File: src/rdsr_cfg.svh
// Constants for the recirculating dynamic shift register.
`ifndef RDSR_CFG_SVH
`define RDSR_CFG_SVH
`define RDSR_DEPTH        256
`define RDSR_FIFO_DEPTH   4
`define RDSR_CLK_NS       100
`define RDSR_CYCLE_MAX_US 100
`define RDSR_CYCLE_MAX_CY ((`RDSR_CYCLE_MAX_US * 1000) / `RDSR_CLK_NS)
`define RDSR_RST_BIT      1'h0
`endif

File: src/rdsr_pkg.sv
// Types shared by the recirculating dynamic shift register files.
package rdsr_pkg;
  typedef enum logic [1:0] {
    RDSR_IDLE,
    RDSR_PH1,
    RDSR_GAP,
    RDSR_PH2
  } rdsr_phase_type;
endpackage

File: src/rdsr_fifo.sv
// Small valid/ready FIFO that buffers captured input bits.
`timescale 1ns/1ns
module rdsr_fifo #(
  parameter int WIDTH = 2,
  parameter int DEPTH = 4
) (
  input  wire logic             clk_i,
  input  wire logic             nrst_i,
  input  wire logic [WIDTH-1:0] in_data_i,
  input  wire logic             in_valid_i,
  output logic                  in_ready_o,
  output logic      [WIDTH-1:0] out_data_o,
  output logic                  out_valid_o,
  input  wire logic             out_ready_i
);
  localparam int AW = (DEPTH > 1) ? $clog2(DEPTH) : 1;
  logic [WIDTH-1:0] mem_ff [DEPTH];
  logic [AW-1:0]    wr_ff;
  logic [AW-1:0]    rd_ff;
  logic [AW:0]      cnt_ff;
  logic             push;
  logic             pop;

  function automatic logic [AW-1:0] ptr_inc(input logic [AW-1:0] p);
    ptr_inc = (p == AW'(DEPTH - 1)) ? '0 : p + 1'b1;
  endfunction

  assign in_ready_o  = (cnt_ff != (AW+1)'(DEPTH));
  assign out_valid_o = (cnt_ff != '0);
  assign out_data_o  = mem_ff[rd_ff];
  assign push        = in_valid_i && in_ready_o;
  assign pop         = out_valid_o && out_ready_i;

  always_ff @(posedge clk_i) begin
    if (push) begin
      mem_ff[wr_ff] <= in_data_i;
    end
  end

  always_ff @(posedge clk_i or negedge nrst_i) begin
    if (!nrst_i) begin
      wr_ff  <= '0;
      rd_ff  <= '0;
      cnt_ff <= '0;
    end else begin
      if (push) begin
        wr_ff <= ptr_inc(wr_ff);
      end
      if (pop) begin
        rd_ff <= ptr_inc(rd_ff);
      end
      cnt_ff <= cnt_ff + (AW+1)'(push) - (AW+1)'(pop);
    end
  end

  a_fifo_no_overflow : assert property (@(posedge clk_i) disable iff (!nrst_i)
    cnt_ff <= (AW+1)'(DEPTH)) else $error("fifo count above depth");
endmodule

File: src/rdsr_top.sv
// Two-phase recirculating dynamic shift register, 256 bits deep.
// What this block does
// - Holds 256 bits in one serial pipeline, moving each bit one place per two-phase cycle.
// - Data and select are sampled as the first phase clock rises, at the end of phase 1.
// - The bit leaving the pipeline is presented on the output while the second phase is low.
// - Select chooses external data or the own output bit as the pipeline input.
`timescale 1ns/1ns
`include "rdsr_cfg.svh"
module rdsr_top #(
  parameter int DEPTH     = `RDSR_DEPTH,
  parameter int CYCLE_MAX = `RDSR_CYCLE_MAX_CY
) (
  input  wire logic clk_i,
  input  wire logic nrst_i,
  input  wire logic phase1_n_i,
  input  wire logic phase2_n_i,
  input  wire logic data_i,
  input  wire logic select_ext_i,
  output logic      data_o,
  output logic      data_valid_o,
  output logic      overlap_err_o,
  output logic      cycle_late_o
);
  localparam int AW = $clog2(DEPTH);
  localparam int TW = $clog2(CYCLE_MAX + 2);

  // Pins are asynchronous to clk_i, so every one passes two flops first.
  logic [3:0] sync1_ff;
  logic [3:0] sync2_ff;
  logic       ph1_n;
  logic       ph2_n;
  logic       din;
  logic       sel;

  always_ff @(posedge clk_i or negedge nrst_i) begin
    if (!nrst_i) begin
      sync1_ff <= 4'hf;
      sync2_ff <= 4'hf;
    end else begin
      sync1_ff <= {phase1_n_i, phase2_n_i, data_i, select_ext_i};
      sync2_ff <= sync1_ff;
    end
  end

  assign ph1_n = sync2_ff[3];
  assign ph2_n = sync2_ff[2];
  assign din   = sync2_ff[1];
  assign sel   = sync2_ff[0];

  logic ph1_prev_ff;
  logic ph2_prev_ff;
  logic ph1_rise;
  logic ph2_fall;

  always_ff @(posedge clk_i or negedge nrst_i) begin
    if (!nrst_i) begin
      ph1_prev_ff <= 1'h1;
      ph2_prev_ff <= 1'h1;
    end else begin
      ph1_prev_ff <= ph1_n;
      ph2_prev_ff <= ph2_n;
    end
  end

  assign ph1_rise = ph1_n && !ph1_prev_ff;
  assign ph2_fall = !ph2_n && ph2_prev_ff;

  // Phase tracker: a shift is only counted after phase 1 then phase 2.
  rdsr_pkg::rdsr_phase_type state_ff;
  rdsr_pkg::rdsr_phase_type nxt_state;

  always_comb begin
    nxt_state = state_ff;
    unique case (state_ff)
      rdsr_pkg::RDSR_IDLE: if (!ph1_n) nxt_state = rdsr_pkg::RDSR_PH1;
      rdsr_pkg::RDSR_PH1:  if (ph1_rise) nxt_state = rdsr_pkg::RDSR_GAP;
      rdsr_pkg::RDSR_GAP:  if (ph2_fall) nxt_state = rdsr_pkg::RDSR_PH2;
      rdsr_pkg::RDSR_PH2:  if (ph2_n) nxt_state = rdsr_pkg::RDSR_IDLE;
    endcase
  end

  always_ff @(posedge clk_i or negedge nrst_i) begin
    if (!nrst_i) begin
      state_ff <= rdsr_pkg::RDSR_IDLE;
    end else begin
      state_ff <= nxt_state;
    end
  end

  // sample window
  // The value latched at the end of phase 1 is the one held through the window.
  logic       cap_valid;
  logic [1:0] cap_data;
  logic       fifo_ready;
  logic [1:0] fifo_data;
  logic       fifo_valid;
  logic       fifo_pop;

  assign cap_valid = (state_ff == rdsr_pkg::RDSR_PH1) && ph1_rise;
  assign cap_data  = {sel, din};

  // The FIFO decouples sampling from the pipeline advance at phase 2.
  rdsr_fifo #(
    .WIDTH(2),
    .DEPTH(`RDSR_FIFO_DEPTH)
  ) u_fifo (
    .clk_i      (clk_i),
    .nrst_i     (nrst_i),
    .in_data_i  (cap_data),
    .in_valid_i (cap_valid),
    .in_ready_o (fifo_ready),
    .out_data_o (fifo_data),
    .out_valid_o(fifo_valid),
    .out_ready_i(fifo_pop)
  );

  logic shift_now;
  assign shift_now = (state_ff == rdsr_pkg::RDSR_GAP) && ph2_fall;
  assign fifo_pop  = shift_now;

  logic [DEPTH-1:0] pipe_ff;
  logic [AW-1:0]    head_ff;
  logic             in_bit;

  assign in_bit = fifo_data[1] ? fifo_data[0] : pipe_ff[head_ff];

  // fixed delay
  // A circular pointer replaces a 256-wide shift, so each bit stays put until written.
  always_ff @(posedge clk_i or negedge nrst_i) begin
    if (!nrst_i) begin
      pipe_ff <= '0;
      head_ff <= '0;
    end else if (shift_now && fifo_valid) begin
      pipe_ff[head_ff] <= in_bit;
      head_ff          <= (head_ff == AW'(DEPTH - 1)) ? '0 : head_ff + 1'b1;
    end
  end

  always_ff @(posedge clk_i or negedge nrst_i) begin
    if (!nrst_i) begin
      data_o       <= `RDSR_RST_BIT;
      data_valid_o <= 1'h0;
    end else begin
      if (shift_now) begin
        data_o <= pipe_ff[head_ff];
      end
      data_valid_o <= (nxt_state == rdsr_pkg::RDSR_PH2);
    end
  end

  // overlap flag
  // Sticky: dynamic storage is undefined after an overlap, so software must re-load.
  always_ff @(posedge clk_i or negedge nrst_i) begin
    if (!nrst_i) begin
      overlap_err_o <= 1'h0;
    end else if (!ph1_n && !ph2_n) begin
      overlap_err_o <= 1'h1;
    end
  end

  logic [TW-1:0] idle_cnt_ff;

  always_ff @(posedge clk_i or negedge nrst_i) begin
    if (!nrst_i) begin
      idle_cnt_ff  <= '0;
      cycle_late_o <= 1'h0;
    end else begin
      if (shift_now) begin
        idle_cnt_ff <= '0;
      end else if (idle_cnt_ff != TW'(CYCLE_MAX + 1)) begin
        idle_cnt_ff <= idle_cnt_ff + 1'b1;
      end
      if (idle_cnt_ff == TW'(CYCLE_MAX)) begin
        cycle_late_o <= 1'h1;
      end
    end
  end

  a_head_step : assert property (@(posedge clk_i) disable iff (!nrst_i)
    (shift_now && fifo_valid) |=> head_ff == AW'($past(head_ff) + 1'b1))
    else $error("head did not advance by one");

  a_capture_push : assert property (@(posedge clk_i) disable iff (!nrst_i)
    cap_valid |-> fifo_ready)
    else $error("capture lost, FIFO full");

  a_out_on_ph2 : assert property (@(posedge clk_i) disable iff (!nrst_i)
    shift_now |=> data_o == $past(pipe_ff[head_ff]))
    else $error("output not from pipeline end");

  a_recirc_keep : assert property (@(posedge clk_i) disable iff (!nrst_i)
    (shift_now && fifo_valid && !fifo_data[1]) |=> $stable(pipe_ff))
    else $error("recirculation changed contents");

  a_ext_write : assert property (@(posedge clk_i) disable iff (!nrst_i)
    (shift_now && fifo_valid && fifo_data[1])
      |=> pipe_ff[$past(head_ff)] == $past(fifo_data[0]))
    else $error("external bit not stored");

  a_overlap_flag : assert property (@(posedge clk_i) disable iff (!nrst_i)
    (!ph1_n && !ph2_n) |=> overlap_err_o)
    else $error("overlap not flagged");

  a_late_flag : assert property (@(posedge clk_i) disable iff (!nrst_i)
    (idle_cnt_ff == TW'(CYCLE_MAX)) |=> cycle_late_o)
    else $error("late cycle not flagged");

  // valid only in phase 2
  // Valid may only stand while the synced second phase was seen low.
  a_valid_ph2 : assert property (@(posedge clk_i) disable iff (!nrst_i)
    data_valid_o |-> !$past(ph2_n))
    else $error("valid outside phase 2");

  c_ext_shift : cover property (@(posedge clk_i) disable iff (!nrst_i)
    shift_now && fifo_valid && fifo_data[1]);
  c_recirc_shift : cover property (@(posedge clk_i) disable iff (!nrst_i)
    shift_now && fifo_valid && !fifo_data[1]);
  c_wrap : cover property (@(posedge clk_i) disable iff (!nrst_i)
    shift_now && head_ff == AW'(DEPTH - 1));
endmodule
File: config.mk
export PLATFORM = sky130hd
export DESIGN_NAME = rdsr_top
export DESIGN_NICKNAME = d
export VERILOG_FILES = /design/src/rdsr_pkg.sv /design/src/rdsr_fifo.sv /design/src/rdsr_top.sv
export VERILOG_INCLUDE_DIRS = /design/src
export SDC_FILE = /design/constraint.sdc
export NUM_CORES = 1
export LEC_CHECK = 0
export BUFFER_PORTS_ARGS = -buffer_cell sky130_fd_sc_hd__buf_2
export CELL_PAD_IN_SITES_DETAIL_PLACEMENT = 1
export CELL_PAD_IN_SITES_GLOBAL_PLACEMENT = 2
export CORE_UTILIZATION = 43
export CTS_CLUSTER_DIAMETER = 200
export DETAILED_ROUTE_END_ITERATION = 16
export GPL_ROUTABILITY_DRIVEN = 0
export PLACE_DENSITY = 0.8
export SKIP_CTS_REPAIR_TIMING = 1
export SLEW_MARGIN = 20
export SYNTH_ARGS = -nofsm -noshare
export SYNTH_HDL_FRONTEND = slang
export SYNTH_SLANG_ARGS = --single-unit
File: constraint.sdc
create_clock -name clk_i -period 3.5 [get_ports clk_i]
set_clock_uncertainty 0.2 [all_clocks]
set_input_delay 0.175 -clock clk_i [delete_from_list [all_inputs] [get_ports clk_i]]
set_output_delay 0.175 -clock clk_i [all_outputs]
set_load 0.02 [all_outputs]
==> results_dict.tcl <==
set metrics [dict create \
    drt-wirelength-per-cell_um 26.3 \
    synth_seq_cells 305 \
    synth_ff_type "dfrtp_1" \
    startpoint "head_ff[0]" \
    rsz0062_at_grt "false" \
    critPathTopFamily "compound AO/OA/AOI/OAI gates" \
    cp_common_cell "buf_12" \
    dieArea_sq_um 36200 \
    cp_num_buf_inv 3 \
    cts_num_sinks 305 \
    syn_area_sq_um 15200 \
    worst_pin_slew_ns 0.728 \
    grt.overflow.total 0 \
    clockBufferDepth 3 \
    critPathCaptureType "flop" \
    hold_viol 0 \
    startpoint_type "flop" \
    start_util_pct 43.9 \
    die_h_um 190 \
    yosys.cell_types.count 56 \
    synth.avg_cell_area_sq_um 10.6 \
    area_growth_pct 14.8 \
    yosysWarnings 0 \
    grt_usage_pct 29.1 \
    async_flop_share_pct 97.4 \
    yosysSeqAreaShare_pct 50.5 \
    r2r_start "head_ff[0]" \
    finalCritPeriodShare_pct 96.7 \
    grt_max_degree 104 \
    dp_slack_ns 0.0680 \
    io_buffers 9 \
    synth_edf_count 8 \
    setup_ws_ns 0.117 \
    synth_cells 1440 \
    slew_headroom_pct 51.4 \
    insertion_delay_ns 0.54 \
    vias_per_cell 6.52 \
    ir_worst_vdd_mv 0.505 \
    finalSetupTns_ns 0 \
    min_period_ns 3.38 \
    nets 1471 \
    slowest_delay_ns 0.48 \
    timing.fmax_mhz 296 \
    grt_pass1_wl_mm 80.2 \
    crit_arrival_ns 3.55 \
    timing_worst_setup_path_type "reg2reg" \
    die_w_um 190 \
    tritoncts "done" \
    antennaDiodeCount 0 \
    worstPathRequired_ns 3.67 \
    antenna_left 0 \
    crit_path_cell_trace "buf_12, mux4_2, a22oi_1, a21oi_1, a2111o_1, o211a_1, o211ai_4, buf_12, buf_12, a41oi_1" \
    p_per_area_nw_per_um2 629 \
    numCtsBuffers 36 \
    synth_nets 1460 \
    drt_pass1_iterations 6 \
    root_buffer "clkbuf_16" \
    wl_mm 50.8 \
    drv_cap 0 \
    power_w 0.0110 \
    clkTransAtPathRegs_ns 0.06 \
    fin_hold_ws_ns 0.00394 \
    via_count 12600 \
    htreeDepth 2 \
    critPathSlowestCell "dfrtp_2" \
    row_count 68 \
    drive_gt1_share_pct 18.0 \
    antenna_found_initial 0 \
    status "finished clean" \
    hp-class "in2async" \
    setup_violations 0 \
    placeableCoreArea_sq_um 34700 \
    p_leak_nw 7.30 \
    drt_iter0_drc 1046 \
    critical_path.max_fanout 28 \
    dp_hpwl_mm 32.7 \
    drcViolationCount 0 \
    ioPinCount 10 \
    drv_slew 0 \
    grt_pass1_vias 13200 \
]
cells in the final DEF (no fill, tap or decap), types with 5 or more instances in the layout:
| cell type | instances |
|---|---|
| mux2_2 | 8 |
| and3_1 | 8 |
| buf_2 | 8 |
| a22oi_1 | 12 |
| and2_1 | 10 |
| clkinv_2 | 6 |
| a21oi_1 | 205 |
| dfstp_2 | 10 |
| xnor2_1 | 7 |
| edfxtp_1 | 8 |
| dlygate4sd3_1 | 5 |
| nand3_1 | 24 |
| ha_1 | 13 |
| clkbuf_1 | 9 |
| a31oi_1 | 123 |
| a41oi_1 | 138 |
| mux2i_1 | 29 |
| clkbuf_16 | 37 |
| buf_4 | 86 |
| nor3_2 | 8 |
| o21ai_0 | 19 |
| clkbuf_8 | 9 |
| nor2b_1 | 9 |
| dfrtp_1 | 284 |
| nor2_1 | 181 |
| nand2_1 | 56 |
| buf_12 | 27 |
| inv_1 | 15 |
| mux4_2 | 51 |
| nand2b_1 | 6 |
flip-flops by register name (all words and copies together) (netlist names):
name	cells
cycle_late_o	1
data_o	1
data_valid_o	1
head_ff	8
idle_cnt_ff	10
overlap_err_o	1
ph1_prev_ff	1
ph2_prev_ff	1
pipe_ff	256
state_ff	2
sync1_ff	4
sync2_ff	4
u_fifo.cnt_ff	3
u_fifo.mem_ff	8
u_fifo.rd_ff	2
u_fifo.wr_ff	2
synthesized netlist by cell type (4+ instances only):
master	count	area (sq um)
dfrtp_1	287	7180
a21oi_1	205	1030
nor2_1	183	687
a41oi_1	138	1210
a31oi_1	123	769
clkbuf_1	101	379
nand2_1	56	210
mux4_2	51	1150
mux2i_1	29	290
nand3_1	24	120
buf_6	22	248
o21ai_0	19	95.1
buf_4	15	113
inv_1	15	56.3
ha_1	13	163
a22oi_1	12	90.1
nor3_1	12	60.1
and2_1	10	62.6
dfstp_2	10	263
nor2b_1	9	56.3
and3_1	8	50.1
buf_1	8	30.0
buf_2	8	40.0
edfxtp_1	8	240
mux2_2	8	90.1
xnor2_1	7	61.3
nand2b_1	6	37.5
o221ai_1	4	35.0
or3_1	4	25.0
xor2_1	4	35.0
through the flow:
stage / utilization (%) / instance area [sq um] / instances
detailed placement: 46.9 / 16300 / 1862
finish: 50.4 / 17500 / 1931
global placement: 46.9 / 16300 / 1862
global route: 50.4 / 17500 / 1931
CTS: 50.2 / 17400 / 1925
floorplan: - / 15200 / 1440
final cells by class:
type                            count  area (sq um)
Tap cell                          455           569
Inverter                           16          60.1
Clock buffer                       55          1080
Multi-Input combinational cell    965          6740
Sequential cell                   305          7690
Timing Repair Buffer              127          1290
Fill cell                        3711         17200
Clock inverter                      8          47.5
cells by family (layout without fill, tap and decap cells):
logic type / count (synthesis) / after routing / share of synthesized area, %
compound gates: 526 / 526 / 22.6
xor+xnor: 11 / 11 / 0.633
fa+ha+maj: 14 / 14 / 1.20
buf+inv: 170 / 206 / 5.71
flops: 305 / 305 / 50.5
mux: 88 / 88 / 10.0
simple gates: 326 / 326 / 9.31
per-layer routing:
layer  global-route usage (%)  up-vias  part of all wire, %
li1                         -     5526                    -
met1                     41.1     6542                   44
met5                        0        -                    0
met3                     3.95      120                  5.1
met2                     45.5      398                   47
met4                     11.4        0                  3.9
path summary, 6_finish.rpt:
kind	to	cells after the start	slack, ns
max in group asynchronous	pipe_ff[83]	3	2.00
worst max-delay path	pipe_ff[153]	10	0.12
worst min-delay path	pipe_ff[240]	2	0.004
worst max register to register	pipe_ff[153]	10	0.12
worst min register to register	sync2_ff[2]	0	0.15
min in group clk_i	sync1_ff[3]	2	0.09
power by group:
group / switching, W / total [W] / internal, W
combinational: 0.00222 / 0.00351 / 0.00129
clock: 0.00149 / 0.00362 / 0.00213
sequential: 0.000176 / 0.00387 / 0.00369
total: 0.00389 / 0.0110 / 0.00711
worst register-to-register path, cell delays in order, from the launching register on:
cell and delay [ns]:
dfrtp_2 0.48, buf_12 0.16, mux4_2 0.48, a22oi_1 0.29, a21oi_1 0.18, a2111o_1 0.38, o211a_1 0.19, o211ai_4 0.30
buf_12 0.21, buf_12 0.20, a41oi_1 0.13
(Power assumes the default switching activity.)
